`src/common/ubt_cfg.svh`:
```
// Purpose: Timing, offsets and field positions of the buffered serial unit
// Assumes: core_clk at 250 MHz
// Notes:   Definitions only
`ifndef UBT_CFG_SVH
`define UBT_CFG_SVH

`define UBT_CLK_MHZ       250
`define UBT_BIT_NS        64
`define UBT_BIT_CYC       (((`UBT_BIT_NS * `UBT_CLK_MHZ) + 999) / 1000)
`define UBT_CNT_W         8
`define UBT_BIT_LAST      8'(`UBT_BIT_CYC - 1)
`define UBT_HALF_LAST     8'((`UBT_BIT_CYC / 2) - 1)
`define UBT_DATA_LAST     3'h7

`define UBT_ADDR_TXBUF    4'h0
`define UBT_ADDR_TXSTAT   4'h1
`define UBT_ADDR_RXBUF    4'h2
`define UBT_ADDR_RXERR    4'h3
`define UBT_ADDR_CTRL     4'h4
`define UBT_ADDR_IRQSTAT  4'h5
`define UBT_ADDR_IRQCLR   4'h6
`define UBT_ADDR_IRQEN    4'h7

`define UBT_TXSTAT_BUSY   0
`define UBT_TXSTAT_FULL   1
`define UBT_RXERR_OVR     0
`define UBT_RXERR_FRM     1
`define UBT_CTRL_TXEN     0
`define UBT_CTRL_RXEN     1
`define UBT_CTRL_STOP2    2
`define UBT_IRQ_TXDONE    0
`define UBT_IRQ_RXDONE    1
`define UBT_IRQ_RXERR     2

`define UBT_CTRL_RST      3'h0
`define UBT_IRQ_RST       3'h0
`define UBT_LINE_IDLE     1'b1

`endif

```
`src/common/ubt_pkg.sv`:
```
// Purpose: Types shared by both ends of the serial link
// Assumes: ubt_cfg.svh holds the numbers
// Notes:   One-hot state codes
package ubt_pkg;
  typedef enum logic [3:0] {
    UBT_TX_IDLE  = 4'b0001,
    UBT_TX_START = 4'b0010,
    UBT_TX_DATA  = 4'b0100,
    UBT_TX_STOP  = 4'b1000
  } ubt_tx_state_t;

  typedef enum logic [3:0] {
    UBT_RX_IDLE  = 4'b0001,
    UBT_RX_START = 4'b0010,
    UBT_RX_DATA  = 4'b0100,
    UBT_RX_STOP  = 4'b1000
  } ubt_rx_state_t;
endpackage

```
`src/common/ubt_link_if.sv`:
```
// Purpose: Two serial lines between the device and its partner
// Assumes: Both lines idle high
// Notes:   No clock; each end samples the other's line itself
`default_nettype none
interface ubt_link_if;
  logic dev_txd;
  logic dev_rxd;
  modport dev (output dev_txd, input dev_rxd);
  modport ptr (input dev_txd, output dev_rxd);
endinterface
`default_nettype wire

```
`src/verilog/ubt_dev_end.sv`:
```
// Purpose: Buffered transmit and receive of the async_serial_unit with a software register port
// Assumes: Software follows the polling order below; partner runs at the same bit time
// Notes:   Register read data stand one cycle after the read strobe
// Operation
// - Write next byte only when buffer-full reads 0
// - Show shift busy; reinit only when clear
// - Unread buffer: next frame flags overrun, error persists
// - Receiver checks exactly one stop bit
// - Read error status before receive buffer
// - Transmit rate within partner's tolerance
// - Partner rate within permissible receive range
`include "ubt_cfg.svh"
`default_nettype none
module ubt_dev_end
  import ubt_pkg::*;
(
  input  wire logic       core_clk,
  input  wire logic       resetn,
  input  wire logic [3:0] sw_addr,
  input  wire logic [7:0] sw_wdata,
  input  wire logic       sw_wr,
  input  wire logic       sw_rd,
  output logic [7:0]      sw_rdata,
  output logic            irq,
  ubt_link_if.dev         link
);
  logic [2:0]             ctrl_reg;
  logic [2:0]             irq_stat_reg;
  logic [2:0]             irq_en_reg;
  logic [7:0]             tx_buffer_reg;
  logic                   tx_full_reg;
  ubt_tx_state_t          tx_state_reg;
  logic [`UBT_CNT_W-1:0]  tx_cnt_reg;
  logic [2:0]             tx_idx_reg;
  logic [7:0]             tx_sh_reg;
  logic                   tx_stop2_reg;
  logic                   txd_reg;
  ubt_rx_state_t          rx_state_reg;
  logic [`UBT_CNT_W-1:0]  rx_cnt_reg;
  logic [2:0]             rx_idx_reg;
  logic [7:0]             rx_sh_reg;
  logic [7:0]             rx_buffer_reg;
  logic                   rx_full_reg;
  logic [1:0]             rx_error_status_reg;
  logic                   rxd_s1_reg;
  logic                   rxd_s2_reg;

  // Address decode
  wire wr_txbuf  = sw_wr & (sw_addr == `UBT_ADDR_TXBUF);
  wire wr_ctrl   = sw_wr & (sw_addr == `UBT_ADDR_CTRL);
  wire wr_irqclr = sw_wr & (sw_addr == `UBT_ADDR_IRQCLR);
  wire wr_irqen  = sw_wr & (sw_addr == `UBT_ADDR_IRQEN);
  wire rd_rxbuf  = sw_rd & (sw_addr == `UBT_ADDR_RXBUF);
  wire tx_en     = ctrl_reg[`UBT_CTRL_TXEN];
  wire rx_en     = ctrl_reg[`UBT_CTRL_RXEN];
  wire tx_tick   = (tx_cnt_reg == '0);
  wire rx_tick   = (rx_cnt_reg == '0);
  wire tx_busy   = (tx_state_reg != UBT_TX_IDLE);
  wire tx_load   = tx_en & ~tx_busy & tx_full_reg;
  wire tx_done   = (tx_state_reg == UBT_TX_STOP) & tx_tick & ~tx_stop2_reg;
  wire rx_end    = rx_en & (rx_state_reg == UBT_RX_STOP) & rx_tick;
  wire frm_err   = rx_end & ~rxd_s2_reg;
  wire ovr_err   = rx_end & rx_full_reg & ~rd_rxbuf;
  wire [2:0] irq_evt = {frm_err | ovr_err, rx_end, tx_done};
  wire [7:0] tx_status = {6'h00, tx_full_reg, tx_busy};
  wire [7:0] rd_mux =
      (sw_addr == `UBT_ADDR_TXSTAT)  ? tx_status :
      (sw_addr == `UBT_ADDR_RXBUF)   ? rx_buffer_reg :
      (sw_addr == `UBT_ADDR_RXERR)   ? {6'h00, rx_error_status_reg} :
      (sw_addr == `UBT_ADDR_CTRL)    ? {5'h00, ctrl_reg} :
      (sw_addr == `UBT_ADDR_IRQSTAT) ? {5'h00, irq_stat_reg} :
      (sw_addr == `UBT_ADDR_IRQEN)   ? {5'h00, irq_en_reg} : 8'h00;

  assign irq = |(irq_stat_reg & irq_en_reg);
  assign link.dev_txd = txd_reg;

  // Register port and sticky interrupt status; a new event wins over its clear
  always_ff @(posedge core_clk or negedge resetn) begin
    if (!resetn) begin
      ctrl_reg     <= `UBT_CTRL_RST;
      irq_en_reg   <= `UBT_IRQ_RST;
      irq_stat_reg <= `UBT_IRQ_RST;
      sw_rdata     <= 8'h00;
    end else begin
      if (wr_ctrl) begin
        ctrl_reg <= sw_wdata[2:0];
      end
      if (wr_irqen) begin
        irq_en_reg <= sw_wdata[2:0];
      end
      irq_stat_reg <= (irq_stat_reg & ~(wr_irqclr ? sw_wdata[2:0] : 3'h0)) | irq_evt;
      sw_rdata     <= sw_rd ? rd_mux : 8'h00;
    end
  end

  // Transmit buffer: a write while full overwrites the pending byte
  always_ff @(posedge core_clk or negedge resetn) begin
    if (!resetn) begin
      tx_buffer_reg <= 8'h00;
      tx_full_reg   <= 1'b0;
    end else begin
      if (wr_txbuf & tx_en) begin
        tx_buffer_reg <= sw_wdata;
      end
      tx_full_reg <= tx_en & ((wr_txbuf) | (tx_full_reg & ~tx_load));
    end
  end

  // Transmit shifter; clearing the enable returns it to idle at once
  always_ff @(posedge core_clk or negedge resetn) begin
    if (!resetn) begin
      tx_state_reg <= UBT_TX_IDLE;
      tx_cnt_reg   <= '0;
      tx_idx_reg   <= '0;
      tx_sh_reg    <= 8'h00;
      tx_stop2_reg <= 1'b0;
      txd_reg      <= `UBT_LINE_IDLE;
    end else if (!tx_en) begin
      tx_state_reg <= UBT_TX_IDLE;
      tx_cnt_reg   <= '0;
      txd_reg      <= `UBT_LINE_IDLE;
    end else begin
      tx_cnt_reg <= tx_tick ? `UBT_BIT_LAST : tx_cnt_reg - 1'b1;
      case (tx_state_reg)
        UBT_TX_IDLE: begin
          txd_reg <= `UBT_LINE_IDLE;
          if (tx_load) begin
            tx_sh_reg    <= tx_buffer_reg;
            tx_stop2_reg <= ctrl_reg[`UBT_CTRL_STOP2];
            tx_cnt_reg   <= `UBT_BIT_LAST;
            txd_reg      <= 1'b0;
            tx_state_reg <= UBT_TX_START;
          end
        end
        UBT_TX_START: if (tx_tick) begin
          txd_reg      <= tx_sh_reg[0];
          tx_idx_reg   <= '0;
          tx_state_reg <= UBT_TX_DATA;
        end
        UBT_TX_DATA: if (tx_tick) begin
          tx_idx_reg <= tx_idx_reg + 1'b1;
          txd_reg    <= (tx_idx_reg == `UBT_DATA_LAST) ? 1'b1 : tx_sh_reg[tx_idx_reg + 3'h1];
          if (tx_idx_reg == `UBT_DATA_LAST) begin
            tx_state_reg <= UBT_TX_STOP;
          end
        end
        UBT_TX_STOP: if (tx_tick) begin
          if (tx_stop2_reg) begin
            tx_stop2_reg <= 1'b0;
          end else begin
            tx_state_reg <= UBT_TX_IDLE;
          end
        end
        default: tx_state_reg <= UBT_TX_IDLE;
      endcase
    end
  end

  // Receiver; after the single stop sample it hunts for the next start edge
  always_ff @(posedge core_clk or negedge resetn) begin
    if (!resetn) begin
      rxd_s1_reg   <= `UBT_LINE_IDLE;
      rxd_s2_reg   <= `UBT_LINE_IDLE;
      rx_state_reg <= UBT_RX_IDLE;
      rx_cnt_reg   <= '0;
      rx_idx_reg   <= '0;
      rx_sh_reg    <= 8'h00;
    end else begin
      rxd_s1_reg <= link.dev_rxd;
      rxd_s2_reg <= rxd_s1_reg;
      rx_cnt_reg <= rx_tick ? `UBT_BIT_LAST : rx_cnt_reg - 1'b1;
      case (rx_state_reg)
        UBT_RX_IDLE: if (rx_en & ~rxd_s2_reg) begin
          rx_cnt_reg   <= `UBT_HALF_LAST;
          rx_state_reg <= UBT_RX_START;
        end
        UBT_RX_START: if (rx_tick) begin
          rx_idx_reg   <= '0;
          rx_state_reg <= (rxd_s2_reg | ~rx_en) ? UBT_RX_IDLE : UBT_RX_DATA;
        end
        UBT_RX_DATA: if (rx_tick) begin
          rx_sh_reg  <= {rxd_s2_reg, rx_sh_reg[7:1]};
          rx_idx_reg <= rx_idx_reg + 1'b1;
          if (rx_idx_reg == `UBT_DATA_LAST) begin
            rx_state_reg <= UBT_RX_STOP;
          end
        end
        UBT_RX_STOP: if (rx_tick) begin
          rx_state_reg <= UBT_RX_IDLE;
        end
        default: rx_state_reg <= UBT_RX_IDLE;
      endcase
    end
  end

  // Receive buffer and error status; reading the buffer frees it and clears the errors
  always_ff @(posedge core_clk or negedge resetn) begin
    if (!resetn) begin
      rx_buffer_reg       <= 8'h00;
      rx_full_reg         <= 1'b0;
      rx_error_status_reg <= 2'h0;
    end else begin
      if (rx_end) begin
        rx_buffer_reg <= rx_sh_reg;
      end
      rx_full_reg <= rx_end | (rx_full_reg & ~rd_rxbuf);
      if (rx_end) begin
        rx_error_status_reg <= (rd_rxbuf ? 2'h0 : rx_error_status_reg) | {frm_err, ovr_err};
      end else if (rd_rxbuf) begin
        rx_error_status_reg <= 2'h0;
      end
    end
  end
endmodule // ubt_dev_end
`default_nettype wire

```
`src/flat_wrapper.sv`:
```
// flat-port wrapper written by rule: the top's interface ports become plain ports
module ubt_dev_end_flat import ubt_pkg::*;
  (core_clk, resetn, sw_addr, sw_wdata, sw_wr, sw_rd, sw_rdata, irq, link_dev_txd, link_dev_rxd);
  ubt_link_if link_i ();
  input  wire logic core_clk;
  input  wire logic resetn;
  input  wire logic [3:0] sw_addr;
  input  wire logic [7:0] sw_wdata;
  input  wire logic sw_wr;
  input  wire logic sw_rd;
  output logic [7:0] sw_rdata;
  output logic irq;
  output wire logic [$bits(link_i.dev_txd)-1:0] link_dev_txd;
  input wire logic [$bits(link_i.dev_rxd)-1:0] link_dev_rxd;
  assign link_dev_txd = link_i.dev_txd;
  assign link_i.dev_rxd = link_dev_rxd;
  ubt_dev_end u_core (.core_clk(core_clk), .resetn(resetn), .sw_addr(sw_addr), .sw_wdata(sw_wdata), .sw_wr(sw_wr), .sw_rd(sw_rd), .sw_rdata(sw_rdata), .irq(irq), .link(link_i));
endmodule
```
`config.mk`:
```
export PLATFORM = sky130hd
export DESIGN_NAME = ubt_dev_end_flat
export DESIGN_NICKNAME = d
export VERILOG_FILES = /design/src/common/ubt_pkg.sv /design/src/common/ubt_link_if.sv /design/src/verilog/ubt_dev_end.sv /design/src/flat_wrapper.sv
export VERILOG_INCLUDE_DIRS = /design/src /design/src/common
export SDC_FILE = /design/constraint.sdc
export NUM_CORES = 1
export LEC_CHECK = 0
export BUFFER_PORTS_ARGS = -buffer_cell sky130_fd_sc_hd__buf_2
export CAP_MARGIN = 25
export CORE_MARGIN = 2
export CORE_UTILIZATION = 54
export CTS_CLUSTER_SIZE = 16
export DETAILED_ROUTE_END_ITERATION = 6
export PLACE_DENSITY = 0.86
export SLEW_MARGIN = 25
export SYNTH_ARGS = -nofsm -noshare
export SYNTH_HDL_FRONTEND = slang
export SYNTH_SLANG_ARGS = --single-unit
```
`constraint.sdc`:
```
create_clock -name core_clk -period 2.3 [get_ports core_clk]
set_clock_uncertainty 0.05 [all_clocks]
set_input_delay 0 -clock core_clk [delete_from_list [all_inputs] [get_ports core_clk]]
set_output_delay 0 -clock core_clk [all_outputs]
set_load 0.05 [all_outputs]
```
==> results of run 1 <==
[metrics by stage]
step	instance area [um2]	hold WS (ps)	instances	worst slack [ps]	power [W]
final	4630	15.3	520	108	0.00387
after global routing	4630	34.2	520	28.1	0.00410
after CTS	4630	5.30	520	88.8	0.00389
after detailed placement	4310	1.50	492	129	0.00283
after global placement	4310	-7.89	492	209	0.00278
after floorplan	4020	-346	371	78.2	0.00257
[synth_stat cells (all sizes together) (8+ instances only)]
| cell type | instances |
|---|---|
| dfrtp | 82 |
| nand2 | 56 |
| mux2 | 34 |
| nor2 | 31 |
| clkbuf | 13 |
| inv | 13 |
| a21oi | 12 |
| xnor2 | 10 |
| nor2b | 9 |
| nand3 | 8 |
[kinds of logic (layout without fill, tap and decap cells)]
logic type,Yosys count,in the layout,share of synthesized area (%)
buffers and inverters,27,77,2.61
XOR/XNOR,13,13,2.83
adder cells (fa/ha/maj),7,7,2.18
AND/OR/NAND/NOR,147,147,18.4
AO/OA/AOI/OAI,52,52,9.11
flip-flops,87,87,54.3
multiplexers,38,38,10.6
[final cells by class]
type                            instances  area (um2)
Tap cell                               99         124
Timing Repair Buffer                   48         340
Inverter                               13        48.8
Sequential cell                        87        2180
Clock buffer                            9         124
Clock inverter                          7        71.3
Fill cell                             599        2620
Multi-Input combinational cell        257        1740
[layout by cell type (no fill, tap or decap), drive strengths merged, types with 3 or more instances in the layout]
cell,synthesis,routed
nor2,31,31
a22oi,3,3
dfrtp,82,82
clkbuf,13,9
o22ai,3,3
o21ai,6,6
nor4b,4,4
xnor2,10,10
nor4,3,3
mux2,34,34
a31oi,4,4
nor3,7,7
and3,3,3
dlygate4sd3,0,12
nand3,8,8
xor2,3,3
a21oi,12,12
dfstp,5,5
or3,5,5
mux2i,4,4
nand3b,4,4
o2111ai,3,3
a22o,3,3
nor2b,9,9
and2,7,7
nand2,56,56
ha,7,7
inv,13,18
nand2b,4,4
buf,1,36
[report_power, final]
part	switching, W	total [W]	internal [W]
clock	0.000602	0.00103	0.000426
combinational	0.000491	0.000915	0.000424
sequential	0.000189	0.00192	0.00174
[layer usage]
| layer | wire [um] | track usage, % |
|---|---|---|
| met1 | 3340 | 26.0 |
| met4 | 80 | 4.62 |
| met5 | 0 | 0 |
| met2 | 3990 | 35.9 |
| met3 | 294 | 5.59 |
[what timing repair did]
action,CTS,global route
hold buffers,12,0
setup endpoints to repair,0,13
gates resized for setup,0,2
endpoints found under the hold margin,67,0
[critical path, stage by stage, from the launching register on]
cell and delay (ps):
dfrtp_2 460, ha_1 220, ha_1 310, inv_1 70, or3_1 370, a41oi_1 260, o22ai_1 110, mux2_2 280
[how the worst max path moves through the flow]
stage | end | cells past startpoint | slack [ps] | start
detailed placement | u_core.rx_state_reg[2] | 7 | 130 | u_core.rx_cnt_reg[0]
finish | u_core.link.dev_txd | 7 | 110 | u_core.tx_idx_reg[0]
floorplan | u_core.link.dev_txd | 7 | 80 | u_core.tx_idx_reg[0]
global route | u_core.link.dev_txd | 7 | 30 | u_core.tx_idx_reg[0]
CTS | u_core.link.dev_txd | 7 | 90 | u_core.tx_idx_reg[0]
global placement | u_core.rx_state_reg[2] | 7 | 210 | u_core.rx_cnt_reg[0]
==> flow_metrics.env, run 1 <==
export IMPL_status="finished, final reports clean"
export IMPL_netlist_top_cells_area="dfrtp_1, mux2_2, nand2_1"
export IMPL_worst_pin_slew_ps=603
export IMPL_dp_hpwl_um=5380
export IMPL_cp_required_ps=2540
export IMPL_post_cts_buffers=0
export IMPL_drc=0
export IMPL_avgSynthCellArea_um2=10.8
export IMPL_synth_edf_count=0
export IMPL_path_max_fanout=6
export IMPL_clockBufferDepth=2
export IMPL_cts_tree="yes"
export IMPL_r2r_cells=7
export IMPL_htreeDepth=3
export IMPL_synthFlopType="dfrtp_1"
export IMPL_hp_start="sw_addr[0]"
export IMPL_grt_ovfl_total=0
export IMPL_critPathLaunchType="flop"
export IMPL_fmax_ghz=0.456
export IMPL_boundaryPins=27
export IMPL_relSlewSlack_pct=59.8
export IMPL_drt_iter0_markers=183
export IMPL_r2r_start="u_core.tx_idx_reg[0]"
export IMPL_rsz0062_at_grt="false"
export IMPL_r2r_end="u_core.link.dev_txd"
export IMPL_syn_inst=371
export IMPL_min_delay_path_class="input pin to flop"
export IMPL_grt_pass1_vias=2906
export IMPL_worstPathArrival_ps=2430
export IMPL_finalHoldViolations=0
export IMPL_die_w_um=90.3
export IMPL_n_antenna_cell=0
export IMPL_synth_nets=395
export IMPL_wirelength_um=7710
export IMPL_syn_to_final_growth_pct=15.2
export IMPL_path_clk_slew_ps=90
export IMPL_grt_pass1_wl_um=13700
export IMPL_final_antenna_net_count=0
export IMPL_die_area_um2=8160
export IMPL_viasPerCell=5.48
export IMPL_ys_ff_latch=87
export IMPL_final_nets=440
export IMPL_gp_congestion=0.914
export IMPL_drv_cap=0
export IMPL_cts_made_buffers=9
export IMPL_final_setup_tns_ps=0
export IMPL_dieHeight_um=90.3
export IMPL_whs_path_depth=3
export IMPL_numPortBuffers=26
export IMPL_fin_crit_ps=2190
export IMPL_max_vdd_ir_drop_mv=0.538
export IMPL_row_count=31
export IMPL_r2r_setup_slack_ps=110
export IMPL_grt_max_degree=48
export IMPL_slew_violations=0
export IMPL_hold_end="u_core.sw_rdata[2]"
export IMPL_netlist_area_um2=4020
export IMPL_period_share_pct=95.3
export IMPL_drive_gt1_share_pct=25.2
export IMPL_final_core_utilization_pct=63.9
export IMPL_antenna_found_initial=0
export IMPL_first_pass_iters=4
export IMPL_synthDistinctLibCells=54
export IMPL_p_leak_nw=2.24
export IMPL_synth_top_cell_area_share_pct=51.0
export IMPL_yosysWarnings=0
export IMPL_synth_top_cell_by_area="dfrtp_1"
export IMPL_power_density_nw_per_um2=835
export IMPL_start_util_pct=55.5
export IMPL_synth_seq_area_share_pct=54.3
export IMPL_async_flop_share_pct=100
export IMPL_core_um2=7250
export IMPL_track_usage_pct=20.7
export IMPL_clk_latency_ps=360
export IMPL_clock_sinks=87
export IMPL_wl_per_cell_um=14.8
export IMPL_worstSetupPathType="flop to flop"
export IMPL_cts_root_buf="clkbuf_8"
export IMPL_setup_viol=0
export IMPL_end_kind="flop"
export IMPL_vias=2852
Power figures use the tool's default switching activity.
==> run 2, diff against run 1 <==
==> constraint.sdc (replaced) <==
create_clock -name core_clk -period 1.8 [get_ports core_clk]
set_clock_uncertainty 0.05 [all_clocks]
set_input_delay 0 -clock core_clk [delete_from_list [all_inputs] [get_ports core_clk]]
set_output_delay 0 -clock core_clk [all_outputs]
set_load 0.05 [all_outputs]
==> run 2 against run 1 <==
The flow now finishes with violations (setup timing). Final cell count increased by 7.5%. Clock power is 33% higher. Via count up 6.6%. Die area stayed put. Sequential power rose by 27%. Critical path depth did not move. Flip-flop and latch count did not move. Count of clock-buffer cells in the layout stayed put. Largest cell class unchanged. Largest power group unchanged.
==> flow_metrics.env, run 2 (synthesis gave the netlist of run 1 again) <==
export IMPL_min_delay_path_class="input pin to asynchronous set/reset pin"
export IMPL_dieHeight_um=90.3
export IMPL_p_int_w=0.00365
export IMPL_worst_pin_slew_ps=469
export IMPL_status="finished, violations left"
export IMPL_violations="setup timing"
export IMPL_vias=3041
export IMPL_final_setup_tns_ps=-2330
export IMPL_clockBufferDepth=2
export IMPL_first_pass_iters=4
export IMPL_fmax_ghz=0.493
export IMPL_dp_hpwl_um=5720
export IMPL_wl_per_cell_um=16.0
export IMPL_syn_to_final_growth_pct=28.9
export IMPL_grt_max_degree=43
export IMPL_worstSetupPathType="flop to flop"
export IMPL_end_kind="flop"
export IMPL_p_comb_share_pct=31.2
export IMPL_n_antenna_cell=0
export IMPL_final_nets=479
export IMPL_track_usage_pct=22.6
export IMPL_power_switching_w=0.00189
export IMPL_viasPerCell=5.44
export IMPL_seqPwrFrac_pct=44.0
export IMPL_r2r_cells=7
export IMPL_final_antenna_net_count=0
export IMPL_slew_violations=0
export IMPL_drt_iter0_markers=143
export IMPL_fin_crit_ps=2030
export IMPL_start_util_pct=55.5
export IMPL_r2r_setup_slack_ps=-230
export IMPL_grt_pass1_vias=3122
export IMPL_antenna_found_initial=0
export IMPL_die_w_um=90.3
export IMPL_finalHoldViolations=0
export IMPL_mostFrequentLayoutCells="dfrtp_1, nand2_1, buf_4"
export IMPL_drv_cap=0
export IMPL_die_area_um2=8160
export IMPL_crit_start="u_core.tx_cnt_reg[3]"
export IMPL_worst_slack_ps=-227
export IMPL_r2r_start="u_core.tx_cnt_reg[3]"
export IMPL_cp_endpoint="u_core.tx_state_reg[0]"
export IMPL_clkPwrFrac_pct=24.8
export IMPL_critPathLaunchType="flop"
export IMPL_path_max_fanout=8
export IMPL_drive_gt1_share_pct=36.5
export IMPL_clk_latency_ps=370
export IMPL_period_share_pct=113
export IMPL_cp_required_ps=2040
export IMPL_grt_ovfl_total=0
export IMPL_numPortBuffers=26
export IMPL_boundaryPins=27
export IMPL_drc=0
export IMPL_relSlewSlack_pct=68.7
export IMPL_worstPathArrival_ps=2270
export IMPL_path_clk_slew_ps=100
export IMPL_gp_congestion=0.921
export IMPL_grt_pass1_wl_um=15000
export IMPL_wirelength_um=8970
export IMPL_rsz0062_at_grt="true"
export IMPL_cts_tree="yes"
export IMPL_max_vdd_ir_drop_mv=0.520
export IMPL_p_sw_share_pct=34.0
export IMPL_htreeDepth=3
export IMPL_clock_sinks=87
export IMPL_cts_made_buffers=9
export IMPL_core_um2=7250
export IMPL_power_density_nw_per_um2=1070
export IMPL_p_leak_nw=2.48
export IMPL_setup_viol=20
export IMPL_r2r_end="u_core.tx_state_reg[0]"
export IMPL_layout_commonest_cell="dfrtp_1"
export IMPL_cts_root_buf="clkbuf_8"
export IMPL_row_count=31
export IMPL_fin_total_pwr_w=0.00554
## run 2: worst min path at each step
stage,start,end
2_1_floorplan,resetn,u_core.ctrl_reg[0]
3_3_place_gp,resetn,u_core.tx_sh_reg[5]
3_5_place_dp,resetn,u_core.tx_sh_reg[5]
4_1_cts,sw_addr[2],u_core.sw_rdata[2]
5_1_grt,resetn,u_core.tx_sh_reg[5]
6_report,resetn,u_core.tx_state_reg[2]
## run 2: routing by layer
| layer | wire, um | vias to the layer above | GRT usage [%] |
|---|---|---|---|
| met4 | 105 | 0 | 7.18 |
| met5 | 0 | - | 0 |
| li1 | - | 1460 | - |
| met1 | 3820 | 1511 | 28.6 |
| met2 | 4790 | 59 | 39.5 |
| met3 | 246 | 11 | 4.34 |
## run 2: area by class of cell
type / count / area [um2]
well taps: 99 / 124
clock buffers: 9 / 124
inverters: 13 / 48.8
flip-flops and latches: 87 / 2180
clock inverters: 7 / 75.1
multi-input cells: 257 / 1950
fillers: 510 / 2070
repair buffers: 87 / 686
## run 2: through the flow
| stage | cells | util (%) | area, um2 | hold slack (ps) | setup WS [ps] |
|---|---|---|---|---|---|
| after floorplan | 371 | - | 4130 | -346 | -297 |
| after global placement | 520 | 63.6 | 4620 | -122 | -149 |
| after global routing | 559 | 71.5 | 5190 | 34.7 | -287 |
| after CTS | 556 | 70.1 | 5090 | 24.4 | -167 |
| final | 559 | 71.5 | 5190 | 16.7 | -227 |
| after detailed placement | 520 | 63.6 | 4620 | -119 | -178 |
## run 2: power groups by stage
stage               Sequential, W  Combinational [W]  Clock, W
detailed placement        0.00247            0.00142         0
CTS                       0.00243            0.00159   0.00139
finish                    0.00244            0.00173   0.00137
global placement          0.00245            0.00136         0
global route              0.00247            0.00188   0.00146
floorplan                 0.00243           0.000914         0
## run 2: what timing repair did
action | CTS | global route
resized for setup | 20 | 22
setup endpoints to repair | 34 | 47
cloned | 1 | 1
buffers inserted | 7 | 5
endpoints found under the hold margin | 105 | 0
hold buffers | 12 | 0
pin swaps | 10 | 17
## run 2: worst max-delay path: stages, from the launching register on
cell and delay, ps:
dfrtp_1 390, or4_4 560, nor4b_4 270, buf_4 180, buf_8 120, a21bo_4 130, o2111ai_1 120, o211ai_1 130
